$ cat src/flash_host_pkg.sv
// Constants shared by the flash host controller and its sector decoder.
// Assumes a 40 MHz system clock and a single flash device on the pins.
package flash_host_pkg;
  localparam int          WORD_ADDR_W   = 18;        // Word address width.
  localparam int          BYTE_ADDR_W   = 19;        // Byte address width.
  localparam int          DATA_W        = 16;        // Full data bus width.
  localparam int          BYTE_W        = 8;         // Byte lane width.
  localparam int          SECTOR_W      = 4;         // Sector number width.
  localparam logic [3:0]  SECTOR_COUNT  = 4'hb;      // Eleven sectors.
  localparam int          CLK_MHZ       = 40;        // System clock rate.
  localparam int          T_SETUP_NS    = 50;        // Strobe setup and access time.
  localparam int          T_PULSE_NS    = 50;        // Least strobe low time.
  localparam int          T_RESET_NS    = 500;       // Least reset pulse width.
  localparam int          SETUP_CYC     = (T_SETUP_NS * CLK_MHZ + 999) / 1000;
  localparam int          PULSE_CYC     = (T_PULSE_NS * CLK_MHZ + 999) / 1000;
  localparam int          RESET_CYC     = (T_RESET_NS * CLK_MHZ + 999) / 1000;
  localparam int          CNT_W         = 8;         // Width of the phase counter.
  // Top-boot boot block fields on word address bits 17:12.
  localparam logic [3:0]  TOP_S7_HI     = 4'he;      // Bits 17:14 of sector 7.
  localparam logic [5:0]  TOP_S8_HI     = 6'h3c;     // Bits 17:12 of sector 8.
  localparam logic [5:0]  TOP_S9_HI     = 6'h3d;     // Bits 17:12 of sector 9.
  localparam logic [4:0]  TOP_S10_HI    = 5'h1f;     // Bits 17:13 of sector 10.
  // Bottom-boot boot block fields on word address bits 17:12.
  localparam logic [4:0]  BOT_S0_HI     = 5'h00;     // Bits 17:13 of sector 0.
  localparam logic [5:0]  BOT_S1_HI     = 6'h02;     // Bits 17:12 of sector 1.
  localparam logic [5:0]  BOT_S2_HI     = 6'h03;     // Bits 17:12 of sector 2.
  localparam logic [3:0]  BOT_S3_HI     = 4'h1;      // Bits 17:14 of sector 3.
  // Bus cycle kinds requested by the user side.
  typedef enum logic [1:0] {OP_READ, OP_WRITE, OP_RESET} op_t;
endpackage

$ cat src/flash_sector_decode.sv
// Sector decoder: maps a word address to the sector number for either boot variant.
// Assumes the caller supplies word address bits 17:12.
module flash_sector_decode
  import flash_host_pkg::*;
(
  input  wire logic [5:0]          addr_hi,    // Word address bits 17:12.
  input  wire logic                top_boot,   // High for the top-boot variant.
  output logic [flash_host_pkg::SECTOR_W-1:0] sector  // Decoded sector number.
);
  import flash_host_pkg::*;

  // Uniform 64 KB sectors decode on bits 17:15 alone.
  wire [3:0] uniform_top = {1'b0, addr_hi[5:3]};        // Top variant: S0..S6.
  wire [3:0] uniform_bot = {1'b0, addr_hi[5:3]} + 4'h3; // Bottom variant: S4..S10.
  // Top-boot boot block on bits 17:12.
  wire [3:0] top_sec =
      (addr_hi[5:2] == TOP_S7_HI)  ? 4'h7 :
      (addr_hi      == TOP_S8_HI)  ? 4'h8 :
      (addr_hi      == TOP_S9_HI)  ? 4'h9 :
      (addr_hi[5:1] == TOP_S10_HI) ? 4'ha :
      uniform_top;
  // Bottom-boot boot block on bits 17:12.
  wire [3:0] bot_sec =
      (addr_hi[5:1] == BOT_S0_HI)  ? 4'h0 :
      (addr_hi      == BOT_S1_HI)  ? 4'h1 :
      (addr_hi      == BOT_S2_HI)  ? 4'h2 :
      (addr_hi[5:2] == BOT_S3_HI)  ? 4'h3 :
      uniform_bot;
  // Select the variant.
  assign sector = top_boot ? top_sec : bot_sec;
endmodule // flash_sector_decode

$ cat src/flash_host_ctrl.sv
// Host controller that runs read, write and reset cycles on the flash pins.
// Assumes all pin inputs are synchronous to sys_clk and one request at a time.
module flash_host_ctrl
  import flash_host_pkg::*;
#(
  parameter int SETUP = flash_host_pkg::SETUP_CYC,  // Cycles before the strobe.
  parameter int PULSE = flash_host_pkg::PULSE_CYC,  // Cycles the strobe stays low.
  parameter int RST_W = flash_host_pkg::RESET_CYC   // Cycles reset stays low.
) (
  input  wire logic                                    sys_clk,        // System clock.
  input  wire logic                                    rst,            // Synchronous reset.
  input  wire logic                                    req_valid,      // Request strobe.
  output logic                                         req_ready,      // Idle and able to take a request.
  input  wire flash_host_pkg::op_t                     req_op,         // Read, write or reset.
  input  wire logic                                    req_byte,       // High for byte width.
  input  wire logic [flash_host_pkg::BYTE_ADDR_W-1:0]  req_addr,       // Byte or word address.
  input  wire logic [flash_host_pkg::DATA_W-1:0]       req_wdata,      // Write data.
  input  wire logic                                    top_boot,       // Boot variant strap.
  input  wire logic                                    wait_ready,     // High to stall reads while busy.
  output logic                                         rsp_valid,      // One-cycle completion pulse.
  output logic [flash_host_pkg::DATA_W-1:0]            rsp_rdata,      // Read data.
  output logic [flash_host_pkg::SECTOR_W-1:0]          rsp_sector,     // Sector of the last request.
  output logic                                         dev_busy,       // Registered busy level.
  output logic [flash_host_pkg::WORD_ADDR_W-1:0]       addr_pin,       // Address pins.
  input  wire logic [flash_host_pkg::DATA_W-1:0]       dq_in,          // Data pins as read.
  output logic [flash_host_pkg::DATA_W-1:0]            dq_out,         // Data pins driven.
  output logic                                         dq_oe_low,      // Drive enable, bits 7:0.
  output logic                                         dq_oe_mid,      // Drive enable, bits 14:8.
  output logic                                         dq_oe_top,      // Drive enable, bit 15.
  output logic                                         byte_mode_n,    // Width select, low for byte.
  output logic                                         chip_sel_n,     // Chip select.
  output logic                                         out_en_n,       // Output enable.
  output logic                                         wr_strobe_n,    // Write strobe.
  output logic                                         hw_reset_n,     // Hardware reset.
  input  wire logic                                    op_done_flag    // Ready/busy, low while busy.
);
  import flash_host_pkg::*;

  // Refuse timing counts that the phase counter cannot hold, at elaboration.
  if (SETUP < 1 || PULSE < 1 || RST_W < 1 || SETUP >= (1 << CNT_W) || PULSE >= (1 << CNT_W) ||
      RST_W >= (1 << CNT_W)) begin : gen_bad_timing
    $error("Timing counts out of range.");
  end

  // Cycle phases.
  typedef enum logic [2:0] {ST_IDLE, ST_SETUP, ST_STROBE, ST_HOLD, ST_RESET, ST_WAIT} state_t;

  state_t               state_reg, state_next;     // Phase register.
  logic [CNT_W-1:0]     cnt_reg,   cnt_next;       // Phase counter.
  op_t                  op_reg;                    // Latched operation.
  logic                 byte_reg;                  // Latched width.
  logic [BYTE_ADDR_W-1:0] addr_reg;                // Latched address.
  logic [DATA_W-1:0]    wdata_reg;                 // Latched write data.
  logic                 cmd_written_reg;           // A write ended since last reset.
  logic [SECTOR_W-1:0]  sector_w;                  // Decoded sector.

  // Sector decode of the request's word address.
  wire [WORD_ADDR_W-1:0] word_addr = req_byte ? req_addr[BYTE_ADDR_W-1:1]
                                              : req_addr[WORD_ADDR_W-1:0];
  flash_sector_decode u_dec (
    .addr_hi  (word_addr[17:12]),
    .top_boot (top_boot),
    .sector   (sector_w)
  );

  // Busy is only trusted once a write strobe has completed.
  wire busy_seen   = cmd_written_reg && !op_done_flag;
  wire read_stall  = wait_ready && busy_seen && req_op == OP_READ;
  wire take        = state_reg == ST_IDLE && req_valid && !read_stall;
  wire cnt_done    = cnt_reg == '0;
  wire is_write    = op_reg == OP_WRITE;

  // Next-phase selection.
  always_comb begin
    state_next = state_reg;
    cnt_next   = cnt_done ? cnt_reg : cnt_reg - 1'b1;
    case (state_reg)
      ST_IDLE: begin
        if (take && req_op == OP_RESET) begin
          state_next = ST_RESET;
          cnt_next   = CNT_W'(RST_W - 1);
        end else if (take) begin
          state_next = ST_SETUP;
          cnt_next   = CNT_W'(SETUP - 1);
        end
      end
      ST_SETUP: begin
        if (cnt_done) begin
          state_next = ST_STROBE;
          cnt_next   = CNT_W'(PULSE - 1);
        end
      end
      ST_STROBE: begin
        if (cnt_done) begin
          state_next = ST_HOLD;
        end
      end
      ST_HOLD: begin
        state_next = ST_IDLE;
      end
      ST_RESET: begin
        if (cnt_done) begin
          state_next = ST_WAIT;
          cnt_next   = CNT_W'(SETUP - 1);
        end
      end
      ST_WAIT: begin
        if (cnt_done) begin
          state_next = ST_IDLE;
        end
      end
      default: begin
        state_next = ST_IDLE;
      end
    endcase
  end

  // Phase and request latches.
  always_ff @(posedge sys_clk) begin
    if (rst) begin
      state_reg <= ST_IDLE;
      cnt_reg   <= '0;
      op_reg    <= OP_READ;
      byte_reg  <= 1'b0;
      addr_reg  <= '0;
      wdata_reg <= '0;
    end else begin
      state_reg <= state_next;
      cnt_reg   <= cnt_next;
      if (take) begin
        op_reg    <= req_op;
        byte_reg  <= req_byte;
        addr_reg  <= req_addr;
        wdata_reg <= req_wdata;
      end
    end
  end

  // Pin drive values for the next cycle.
  wire active_next = state_next == ST_SETUP || state_next == ST_STROBE || state_next == ST_HOLD;
  wire op_w_next   = take ? (req_op == OP_WRITE) : is_write;
  wire byte_next   = take ? req_byte : byte_reg;
  wire [BYTE_ADDR_W-1:0] a_next = take ? req_addr : addr_reg;
  wire [DATA_W-1:0] d_next = take ? req_wdata : wdata_reg;
  wire drive_next  = active_next && op_w_next;
  wire in_reset    = state_next == ST_RESET;

  // Pin registers; address and data stay steady through the strobe.
  always_ff @(posedge sys_clk) begin
    if (rst) begin
      chip_sel_n  <= 1'b1;
      out_en_n    <= 1'b1;
      wr_strobe_n <= 1'b1;
      hw_reset_n  <= 1'b0;
      byte_mode_n <= 1'b1;
      addr_pin    <= '0;
      dq_out      <= '0;
      dq_oe_low   <= 1'b0;
      dq_oe_mid   <= 1'b0;
      dq_oe_top   <= 1'b0;
    end else begin
      hw_reset_n  <= !in_reset;
      chip_sel_n  <= !active_next;
      out_en_n    <= !(active_next && !op_w_next && state_next != ST_HOLD);
      wr_strobe_n <= !(state_next == ST_STROBE && op_w_next);
      if (take) begin
        byte_mode_n <= !req_byte;
        addr_pin    <= req_byte ? a_next[BYTE_ADDR_W-1:1] : a_next[WORD_ADDR_W-1:0];
      end
      dq_out      <= byte_next ? {a_next[0], 7'h00, d_next[BYTE_W-1:0]} : d_next;
      dq_oe_low   <= drive_next;
      dq_oe_mid   <= drive_next && !byte_next;
      dq_oe_top   <= active_next && (byte_next || op_w_next);
    end
  end

  // Answer side: data sampled at the end of the strobe.
  always_ff @(posedge sys_clk) begin
    if (rst) begin
      rsp_valid       <= 1'b0;
      rsp_rdata       <= '0;
      rsp_sector      <= '0;
      req_ready       <= 1'b0;
      dev_busy        <= 1'b0;
      cmd_written_reg <= 1'b0;
    end else begin
      rsp_valid <= state_reg == ST_HOLD || (state_reg == ST_WAIT && cnt_done);
      if (state_reg == ST_STROBE && cnt_done && !is_write) begin
        rsp_rdata <= byte_reg ? {8'h00, dq_in[BYTE_W-1:0]} : dq_in;
      end
      if (take) begin
        rsp_sector <= sector_w;
      end
      req_ready <= state_next == ST_IDLE;
      dev_busy  <= busy_seen;
      if (state_reg == ST_RESET) begin
        cmd_written_reg <= 1'b0;
      end else if (state_reg == ST_HOLD && is_write) begin
        cmd_written_reg <= 1'b1;
      end
    end
  end
endmodule // flash_host_ctrl

$ cat config.mk
export PLATFORM = sky130hd
export DESIGN_NAME = flash_host_ctrl
export DESIGN_NICKNAME = d
export VERILOG_FILES = /design/src/flash_host_pkg.sv /design/src/flash_sector_decode.sv /design/src/flash_host_ctrl.sv
export SDC_FILE = /design/constraint.sdc
export NUM_CORES = 1
export LEC_CHECK = 0
export BUFFER_PORTS_ARGS = -buffer_cell sky130_fd_sc_hd__buf_2
export CAP_MARGIN = 40
export CORE_UTILIZATION = 54
export CTS_CLUSTER_SIZE = 8
export DETAILED_ROUTE_END_ITERATION = 6
export PLACE_DENSITY = 0.84
export SKIP_LAST_GASP = 1
export SLEW_MARGIN = 20
export SYNTH_ARGS = -nofsm -noshare
export SYNTH_HDL_FRONTEND = slang
export SYNTH_SLANG_ARGS = --single-unit
$ cat constraint.sdc
create_clock -name sys_clk -period 3.5 [get_ports sys_clk]
set_clock_uncertainty 0.05 [all_clocks]
set_input_delay 0.175 -clock sys_clk [delete_from_list [all_inputs] [get_ports sys_clk]]
set_output_delay 0.175 -clock sys_clk [all_outputs]
set_load 0.02 [all_outputs]
Word-level counts from Yosys, hierarchy flattened

Cells that the tools add are included.

Bits in registers: 115
Input port bits: 60
Output and inout port bits: 65
Logic and storage cells: 112

Add/subtract/negate cells: 2
Equality and inequality tests: 20
Multiplexer cells: 29
Reduce and logical (&&, ||, !) cells: 38

Operators with widths:

| cell                                                                | count |
|---|---|
| 16-bit two-way mux                                                  | 3 |
| 18-bit two-way mux                                                  | 2 |
| 4-bit two-way mux                                                   | 9 |
| 8-bit two-way mux                                                   | 4 |
| 19-bit two-way mux                                                  | 1 |
| 3-bit two-way mux                                                   | 6 |
| 1-bit logical AND                                                   | 16 |
| 8-bit case mux with 2 select lines                                  | 1 |
| 3-bit case mux with 5 select lines                                  | 1 |
| 3-bit by 2-bit == test with 1-bit output (second input constant)    | 4 |
| 6-bit by 2-bit == test with 1-bit output (second input constant)    | 2 |
| 6-bit == test (second input constant)                               | 2 |
| 1-bit zero test                                                     | 10 |
| 3-bit == test (second input constant)                               | 3 |
| 8-bit zero test                                                     | 1 |
| 8-bit by 1-bit subtractor with 8-bit output (second input constant) | 1 |
| 3-bit by 1-bit == test with 1-bit output (second input constant)    | 2 |
| 3-bit zero test                                                     | 2 |
| 2-bit OR reduction                                                  | 3 |
| 5-bit == test (second input constant)                               | 1 |
| 5-bit zero test                                                     | 1 |
| 3-bit by 2-bit adder with 4-bit output (second input constant)      | 1 |
| 2-bit by 1-bit == test with 1-bit output (second input constant)    | 2 |
| 4-bit by 1-bit == test with 1-bit output (second input constant)    | 1 |
| 6 further kinds                                                     | 10 |

Logic depth before layout (Yosys ltp)

Gate-level depths: netlist of the first run.

Depth after elaboration: 15
Gate-level depth with buffers: 10
Depth with buffers taken out: 9

Modules after synthesis

From an unflattened synthesis of the first run, not the netlist that was laid out.

Cells, all modules: 446
Area total of the unflattened synthesis: 3918.8 µm²

Modules (own cells, without submodules):

| module              | times used | cells each | area an instance (µm²) | seq. area each (µm²) |
|---|---|---|---|---|
| flash_host_ctrl     | 1          | 407        | 3646.0                 | 1781.7 |
| flash_sector_decode | 1          | 39         | 272.8                  | 0.0 |

Worst setup path after synthesis of the first run

Ideal clock, no wire load.

Path type: register to register
Start point: register cnt_reg[0]
End point: register wr_strobe_n
Library setup time: 0.127 ns
Arrival: 1.820 ns
Required time: 3.323 ns
Path slack: 1.503 ns
Stages on the path, launching flop included: 8
Path buffers: 0
Period minus slack after synthesis: 1.997 ns
Cells stage by stage: dfxtp_1 inv_1 ha_1 or3b_1 o41ai_2 and4_1 nand2_1 or3b_1

Cells in the longest elaborated chain, start to end: 6
Elaborated cells between the ends (all ways): 9
Classes of those cells: eq/ne: 1; mux: 5; reduce/logical: 3

RTL lines:

| item                                         | line                   | text |
|---|---|---|
| from (decl)                                  | flash_host_ctrl.sv:49  | `logic [CNT_W-1:0] cnt_reg, cnt_next;` |
| from (signal assigned)                       | flash_host_ctrl.sv:129 | `cnt_reg <= cnt_next;` |
| 8-bit zero test (*)                          | flash_host_ctrl.sv:70  | `wire cnt_done = cnt_reg == '0;` |
| 3-bit two-way mux (on tied branches)         | --                     |  |
| 3-bit case mux with 5 select lines (*)       | flash_host_ctrl.sv:77  | `case (state_reg)` |
| 3-bit by 2-bit == test with 1-bit output (*) | flash_host_ctrl.sv:165 | `wr_strobe_n <= !(state_next == ST_STROBE && op_w_next);` |
| 1-bit logical AND (*)                        | flash_host_ctrl.sv:165 |  |
| 1-bit zero test (*)                          | flash_host_ctrl.sv:165 |  |
| to (signal assigned)                         | flash_host_ctrl.sv:165 |  |
| to (decl)                                    | flash_host_ctrl.sv:33  | `output logic wr_strobe_n,` |

Every way passes the cells marked *; elsewhere a longest branch is shown, timed or not.
A chain may end at the register's enable or synchronous reset.

Worst setup path in the final report of the first run

Start point: register state_reg[1]
End point: register cnt_reg[4]

Cells in the longest elaborated chain, start to end: 6
Elaborated cells between the ends (all ways): 10
Classes of those cells: eq/ne: 2; mux: 3; reduce/logical: 5

RTL lines:

| item                                                   | line                                         | text |
|---|---|---|
| from (decl)                                            | flash_host_ctrl.sv:48                        | `state_t state_reg, state_next;` |
| from (signal assigned)                                 | flash_host_ctrl.sv:128                       | `state_reg <= state_next;` |
| 3-bit zero test                                        | flash_host_ctrl.sv:69, flash_host_ctrl.sv:77 |  |
| 1-bit logical AND (2 in series)                        | flash_host_ctrl.sv:69                        | `wire take = state_reg == ST_IDLE && req_valid && !read_stall;` |
| 8-bit two-way mux or 1-bit logical AND (tied branches) | flash_host_ctrl.sv:82, flash_host_ctrl.sv:79 |  |
| 8-bit two-way mux                                      | flash_host_ctrl.sv:79                        | `if (take && req_op == OP_RESET) begin` |
| 8-bit case mux with 2 select lines (*)                 | flash_host_ctrl.sv:77                        |  |

Marks and branches as above.

==> out/metrics.cfg, run 1 <==
[placed_design]
place_inst = 646
io_buffers = 124
hpwl_um = 6804
place_area_mm2 = 0.004557
gp_congestion = 0.9185

[sta]
layout_min_cycle_time_ns = 2.424
finalSetupTns_ns = 0
min_period_over_period = 0.6926
drv_slew = 0
max-slew-margin-rel = 0.5090
fmax_ghz = 0.4125
finalHoldViolCount = 0
rsz0062_at_grt = false
setup_viol = 0
worst_pin_slew_ns = 0.7365

[logic_synthesis]
synth_area_mm2 = 0.004034
yosysUniqueCellTypes = 64
synth_ff_type = dfxtp_1
yosys.area.top_type = dfxtp_1
ys_seq_elements = 89
async_reset_ff_frac = 0
synth_nets = 527
synth-edff-count = 0
synthCells = 463
synthTopCellsByArea = dfxtp_1 44%, nand2_1 7.0%, a21oi_1 4.7%
synth.top_cell.area_share = 0.4417
synth.most_common_cell = dfxtp_1
synth_area_per_cell_um2 = 8.712
synth_top_cells_by_count = 89 x dfxtp_1, 75 x nand2_1, 44 x nor2_1
ys_seq_area_frac = 0.4417
ys.warnings.count = 0

[critical_path]
path_max_fanout = 31
endpoint_kind = flop
required_ns = 3.69
critPathArrivalTime_ns = 2.61
critical_path_class = reg2reg
worstSetupStartpointType = flop

[run]
cap_violations = 0

[die]
core_mm2 = 0.007253
die_h_um = 88.43
die_area_mm2 = 0.007820
die_w_um = 88.43
num_rows = 31
initial_core_util = 0.5561
ios = 125

[outcome]
outcome = finished clean

[layout]
fin_area_mm2 = 0.004896
largest_reg_flops = 18
areaGrowthSynthToFinish_pct = 21.37
stdcell_count = 675
diodes = 0
drive_above_1_share = 0.2934
layout.nets = 635

[clock_network]
cts_max_level = 3
clk_latency_ns = 0.35
ctsRootBufferMaster = clkbuf_8
clock-sinks = 89
clk_pin_slew_worst_paths_ns = 0.09
cts_buffer_depth = 2
cts_made_buffers = 9
cts_setup_buffers = 0
cts_tree = built

[drt]
dr.pass1.iters = 4
viasPerCell = 5.369
wl_per_cell_um = 14.23
drt_iter0_drc = 198
num_vias = 3624
drt_wl_total_um = 9605
ant_nets = 0
remaining_drc_errors = 0

[global_route]
grt.total_usage = 0.2508
globalRouteOverflowTotal = 0
grt_pass1_vias = 3242
grt_max_degree = 37
grt_pass1_wl_um = 15040
antenna_found_initial = 0

[power]
ir_drop_v = 0.0003500
total_leakage_power_nw = 2.158
finalPower_mw = 3.474
power_density_mw_per_mm2 = 709.6

[hold_path]
hold_class = in2reg

final timing paths:
check | slack, ns | start | cells after the start | to
setup / recovery | 1.08 | state_reg[1] | 5 | cnt_reg[4]
hold / removal | 0.01 | dq_in[2] | 3 | rsp_rdata[2]
setup reg to reg | 1.08 | state_reg[1] | 5 | cnt_reg[4]
hold reg to reg | 0.40 | rsp_rdata[9] | 2 | rsp_rdata[9]
what timing repair did:
action	CTS	global route
resized for setup	0	0
hold buffers	12	0
setup endpoints to repair	0	0
hold endpoints to repair	12	0
cells in the final DEF, fill, tap and decap left out, drive strengths merged, types with 3 or more instances in the layout:
cell           n
a21o           4
nand4          4
mux2i         17
nand3b         9
a21oi         46
clkbuf        11
buf          130
a22oi          3
nand2         76
and2           7
nor3           6
inv           12
nor2b         10
nor2          44
ha             4
or3b           3
nand3          3
nand2b         8
a211oi        17
mux2           3
dfxtp         89
nor3b          5
xnor2          5
dlygate4sd3   12
o21ai          8
critical path, cell delays in order (launching register included):
cell and delay (ns):
dfxtp_1 0.42, or4b_4 0.62, a21oi_4 0.44, buf_4 0.40, or3_1 0.27, o22ai_1 0.10
layer usage:
layer / GRT usage / vias to the layer above / part of all wire
li1: - / 1803 / -
met1: 0.3051 / 1671 / 0.42
met2: 0.4273 / 134 / 0.50
met3: 0.06343 / 16 / 0.066
met4: 0.09531 / 0 / 0.020
met5: 0 / - / 0
area by class of cell:
cell class	instances	area [um^2]
sequential	89	1782
tap	99	123.9
clock buffer	11	141.4
inverter	10	37.54
multi-input combinational	319	1943
clock inverter	5	62.56
fill	585	2357
timing repair buffer	142	805.8
logic make-up (layout without fill, tap and decap cells):
| family | Yosys count | after routing | share of synthesized area |
|---|---|---|---|
| AOI/OAI and AO/OA | 102 | 102 | 0.1774 |
| buffers and inverters | 55 | 168 | 0.07661 |
| muxes | 20 | 20 | 0.05149 |
| xor gates and xnor gates | 5 | 5 | 0.01086 |
| adders and majority gates | 4 | 4 | 0.01241 |
| DFF | 89 | 89 | 0.4417 |
| and+or+nand+nor | 188 | 188 | 0.2295 |
power breakdown:
| group | internal (mW) | total, mW | leakage, nW | switching (mW) |
|---|---|---|---|---|
| Sequential | 1.24 | 1.38 | 0.729 | 0.141 |
| Clock | 0.355 | 0.726 | 0.0966 | 0.371 |
| Combinational | 0.529 | 1.37 | 1.33 | 0.841 |
| Total | 2.12 | 3.47 | 2.16 | 1.35 |
through the flow:
stage	utilization	setup WS [ns]	hold WS, ns
floorplan	-	1.503	0.2011
global placement	0.6245	1.071	0.3281
detailed placement	0.6283	1.010	0.3300
CTS	0.6729	1.068	0.002693
global route	0.6750	0.9338	0.009685
finish	0.6750	1.076	0.01342
Power figures use the tool's default switching activity.
==> run 2: changes to the inputs <==
--- a/config.mk
+++ b/config.mk
@@ -7,10 +7,10 @@
 export LEC_CHECK = 0
 export BUFFER_PORTS_ARGS = -buffer_cell sky130_fd_sc_hd__buf_2
 export CAP_MARGIN = 40
-export CORE_UTILIZATION = 54
+export CORE_UTILIZATION = 51
 export CTS_CLUSTER_SIZE = 8
 export DETAILED_ROUTE_END_ITERATION = 6
-export PLACE_DENSITY = 0.84
+export PLACE_DENSITY = 0.8
 export SKIP_LAST_GASP = 1
 export SLEW_MARGIN = 20
 export SYNTH_ARGS = -nofsm -noshare
==> constraint.sdc (replaced) <==
create_clock -name sys_clk -period 2.4 [get_ports sys_clk]
set_clock_uncertainty 0.05 [all_clocks]
set_input_delay 0.12 -clock sys_clk [delete_from_list [all_inputs] [get_ports sys_clk]]
set_output_delay 0.12 -clock sys_clk [all_outputs]
set_load 0.02 [all_outputs]
==> run 2 against run 1 <==
Against the previous run: global-route usage fell by 1.6 points; sequential power rose by 45%; routed wire length barely moved; critical path depth rose by 3; register-to-register slack got worse by 0.92 ns; critical endpoint is now wr_strobe_n; largest power group is now combinational logic.
==> out/metrics.cfg, run 2 (synthesis gave the netlist of run 1 again) <==
[critical_path]
critPathArrivalTime_ns = 2.43  ; -0.18 ns
worstSetupStartpointType = flop
cp_slowest_cell = and3_1
crit_buf_inv = 2  ; +1
reg2reg_from = cnt_reg[0]
endpoint_kind = flop
cp_cell_sequence = inv_1 -> ha_1 -> nor3b_2 -> and3_1 -> inv_2 -> a221oi_2 -> nand2_1 -> or3b_1
crit_family = simple AND/OR/NAND/NOR gates
required_ns = 2.59  ; -1.10 ns
startpoint = cnt_reg[0]
cp_slowest_stage_delay_ns = 0.35  ; -0.27 ns
critical_path_class = reg2reg
path_max_fanout = 7  ; -77%

[sta]
setup_viol = 0  ; unchanged
setup_slack_ns = 0.1582  ; -0.9175 ns
drv_slew = 0  ; unchanged
max-slew-margin-rel = 0.6558  ; +0.1468
finalHoldViolCount = 0  ; unchanged
rsz0062_at_grt = true
fmax_ghz = 0.4461  ; +8.1%
min_period_over_period = 0.9341  ; +0.2414
worst_pin_slew_ns = 0.5150  ; -0.2215 ns
hold_slack_ns = 0.01505  ; +0.001638 ns
layout_min_cycle_time_ns = 2.242  ; -0.1825 ns

[layout]
areaGrowthSynthToFinish_pct = 26.55
drive_above_1_share = 0.2905  ; -0.002919
layout.nets = 658  ; +3.6%
layout_commonest_cell = buf_2
diodes = 0  ; unchanged
stdcell_count = 701  ; +3.9%
largest_reg_flops = 18  ; unchanged
final_cell_mix = 124 x buf_2, 89 x dfxtp_1, 75 x nand2_1
fin_area_mm2 = 0.005105  ; +4.3%

[clock_network]
cts_setup_buffers = 0  ; unchanged
ctsRootBufferMaster = clkbuf_8
cts_made_buffers = 9  ; unchanged
cts_buffer_depth = 2  ; unchanged
clock-sinks = 89  ; unchanged
cts_tree = built
cts_max_level = 3  ; unchanged
clk_pin_slew_worst_paths_ns = 0.09  ; about the same
clk_latency_ns = 0.35  ; about the same

[global_route]
grt_max_degree = 40  ; +8.1%
grt_pass1_vias = 3452  ; +6.5%
use_met3 = 0.04188  ; -0.02156
globalRouteOverflowTotal = 0  ; unchanged
use_met2 = 0.4059  ; -0.02134
grt_use_met1 = 0.2929  ; -0.01212
grt.total_usage = 0.2350  ; -0.01587
busiest_layer = met2
antenna_found_initial = 0  ; unchanged
grt_pass1_wl_um = 15860  ; +5.5%

[drt]
ant_nets = 0  ; unchanged
num_vias = 3641  ; +0.47%
wl_per_cell_um = 13.70  ; -3.7%
dr.pass1.iters = 4  ; unchanged
drt_iter0_drc = 151  ; -24%
viasPerCell = 5.194  ; -3.3%
drt_wl_total_um = 9604  ; about the same
remaining_drc_errors = 0  ; unchanged

[hold_path]
hold_path_startpoint = req_wdata[15]
hold_class = in2reg

[die]
core_mm2 = 0.007687  ; +6.0%
initial_core_util = 0.5247  ; -0.03141
die_w_um = 90.94  ; +2.8%
die_area_mm2 = 0.008269  ; +5.7%
ios = 125  ; unchanged
die_h_um = 90.94  ; +2.8%
num_rows = 32  ; +3.2%

[placed_design]
io_buffers = 124  ; unchanged
hpwl_um = 6745  ; -0.86%
place_area_mm2 = 0.004591  ; +0.74%
place_inst = 653  ; +1.1%
gp_congestion = 0.9049  ; -1.5%
post-place-ws_ns = 0.1948  ; -0.8153 ns

[power]
power_density_mw_per_mm2 = 979.3  ; +38%
ir_drop_v = 0.0004586  ; +31%
finalPower_mw = 4.999  ; +44%
total_leakage_power_nw = 2.250  ; +4.2%

[run]
cap_violations = 0  ; unchanged

[outcome]
outcome = finished clean

-- run 2: cell count changes in the layout (fill, tap and decap cells not counted) --
cell,delta
dlygate4sd3_1,+20
clkinv_2,+1
clkbuf_1,-1
nand3_1,-1
buf_4,+4
nand3_2,+1
bufinv_16,-1
clkbuf_8,+1
buf_8,-1
-- run 2: cell type report --
cell class              count  area (um^2)
clock inverters             5        37.54
fillers                   653         2582
clock buffers              11        151.4
multi-input cells         319         1948
well taps                 102        127.6
flip-flops and latches     89         1782
repair buffers            165         1021
inverters                  10        37.54
-- run 2: path summary, 6_finish.rpt --
path / to / slack (ns) / cells after the start
worst max-delay path: wr_strobe_n / 0.16 / 8
worst min-delay path: wdata_reg[15] / 0.02 / 3
worst max register to register: wr_strobe_n / 0.16 / 8
worst min register to register: wdata_reg[3] / 0.40 / 2
-- run 2: repair_timing --
| action | CTS | global route |
|---|---|---|
| hold buffers | 32 | 0 |
| resized for setup | 0 | 1 |
| setup endpoints to repair | 0 | 7 |
| endpoints found under the hold margin | 32 | 0 |
-- run 2: through the flow --
step	TNS (ns)	utilization
2_1_floorplan	0	-
3_3_place_gp	0	0.5972
3_5_place_dp	0	0.5972
4_1_cts	0	0.6634
5_1_grt	-0.005088	0.6641
6_report	0	0.6641
-- run 2: worst min-delay path, stage by stage --
cell and delay (ns):
buf_2 0.10, nand2_1 0.05, a21oi_1 0.08
-- run 2: per-layer routing --
| metal | wire [um] | share of wire | vias to the layer above |
|---|---|---|---|
| met2 | 4750 | 0.49 | 103 |
| met3 | 424 | 0.044 | 11 |
| met5 | 0 | 0 | - |
| met4 | 131 | 0.014 | 0 |
| li1 | - | - | 1851 |
| met1 | 4297 | 0.45 | 1676 |
-- run 2: report_power, final --
| group | leakage, nW | switching, mW | internal, mW |
|---|---|---|---|
| clock network | 0.0924 | 0.533 | 0.439 |
| registers | 0.729 | 0.192 | 1.80 |
| logic | 1.43 | 1.22 | 0.812 |
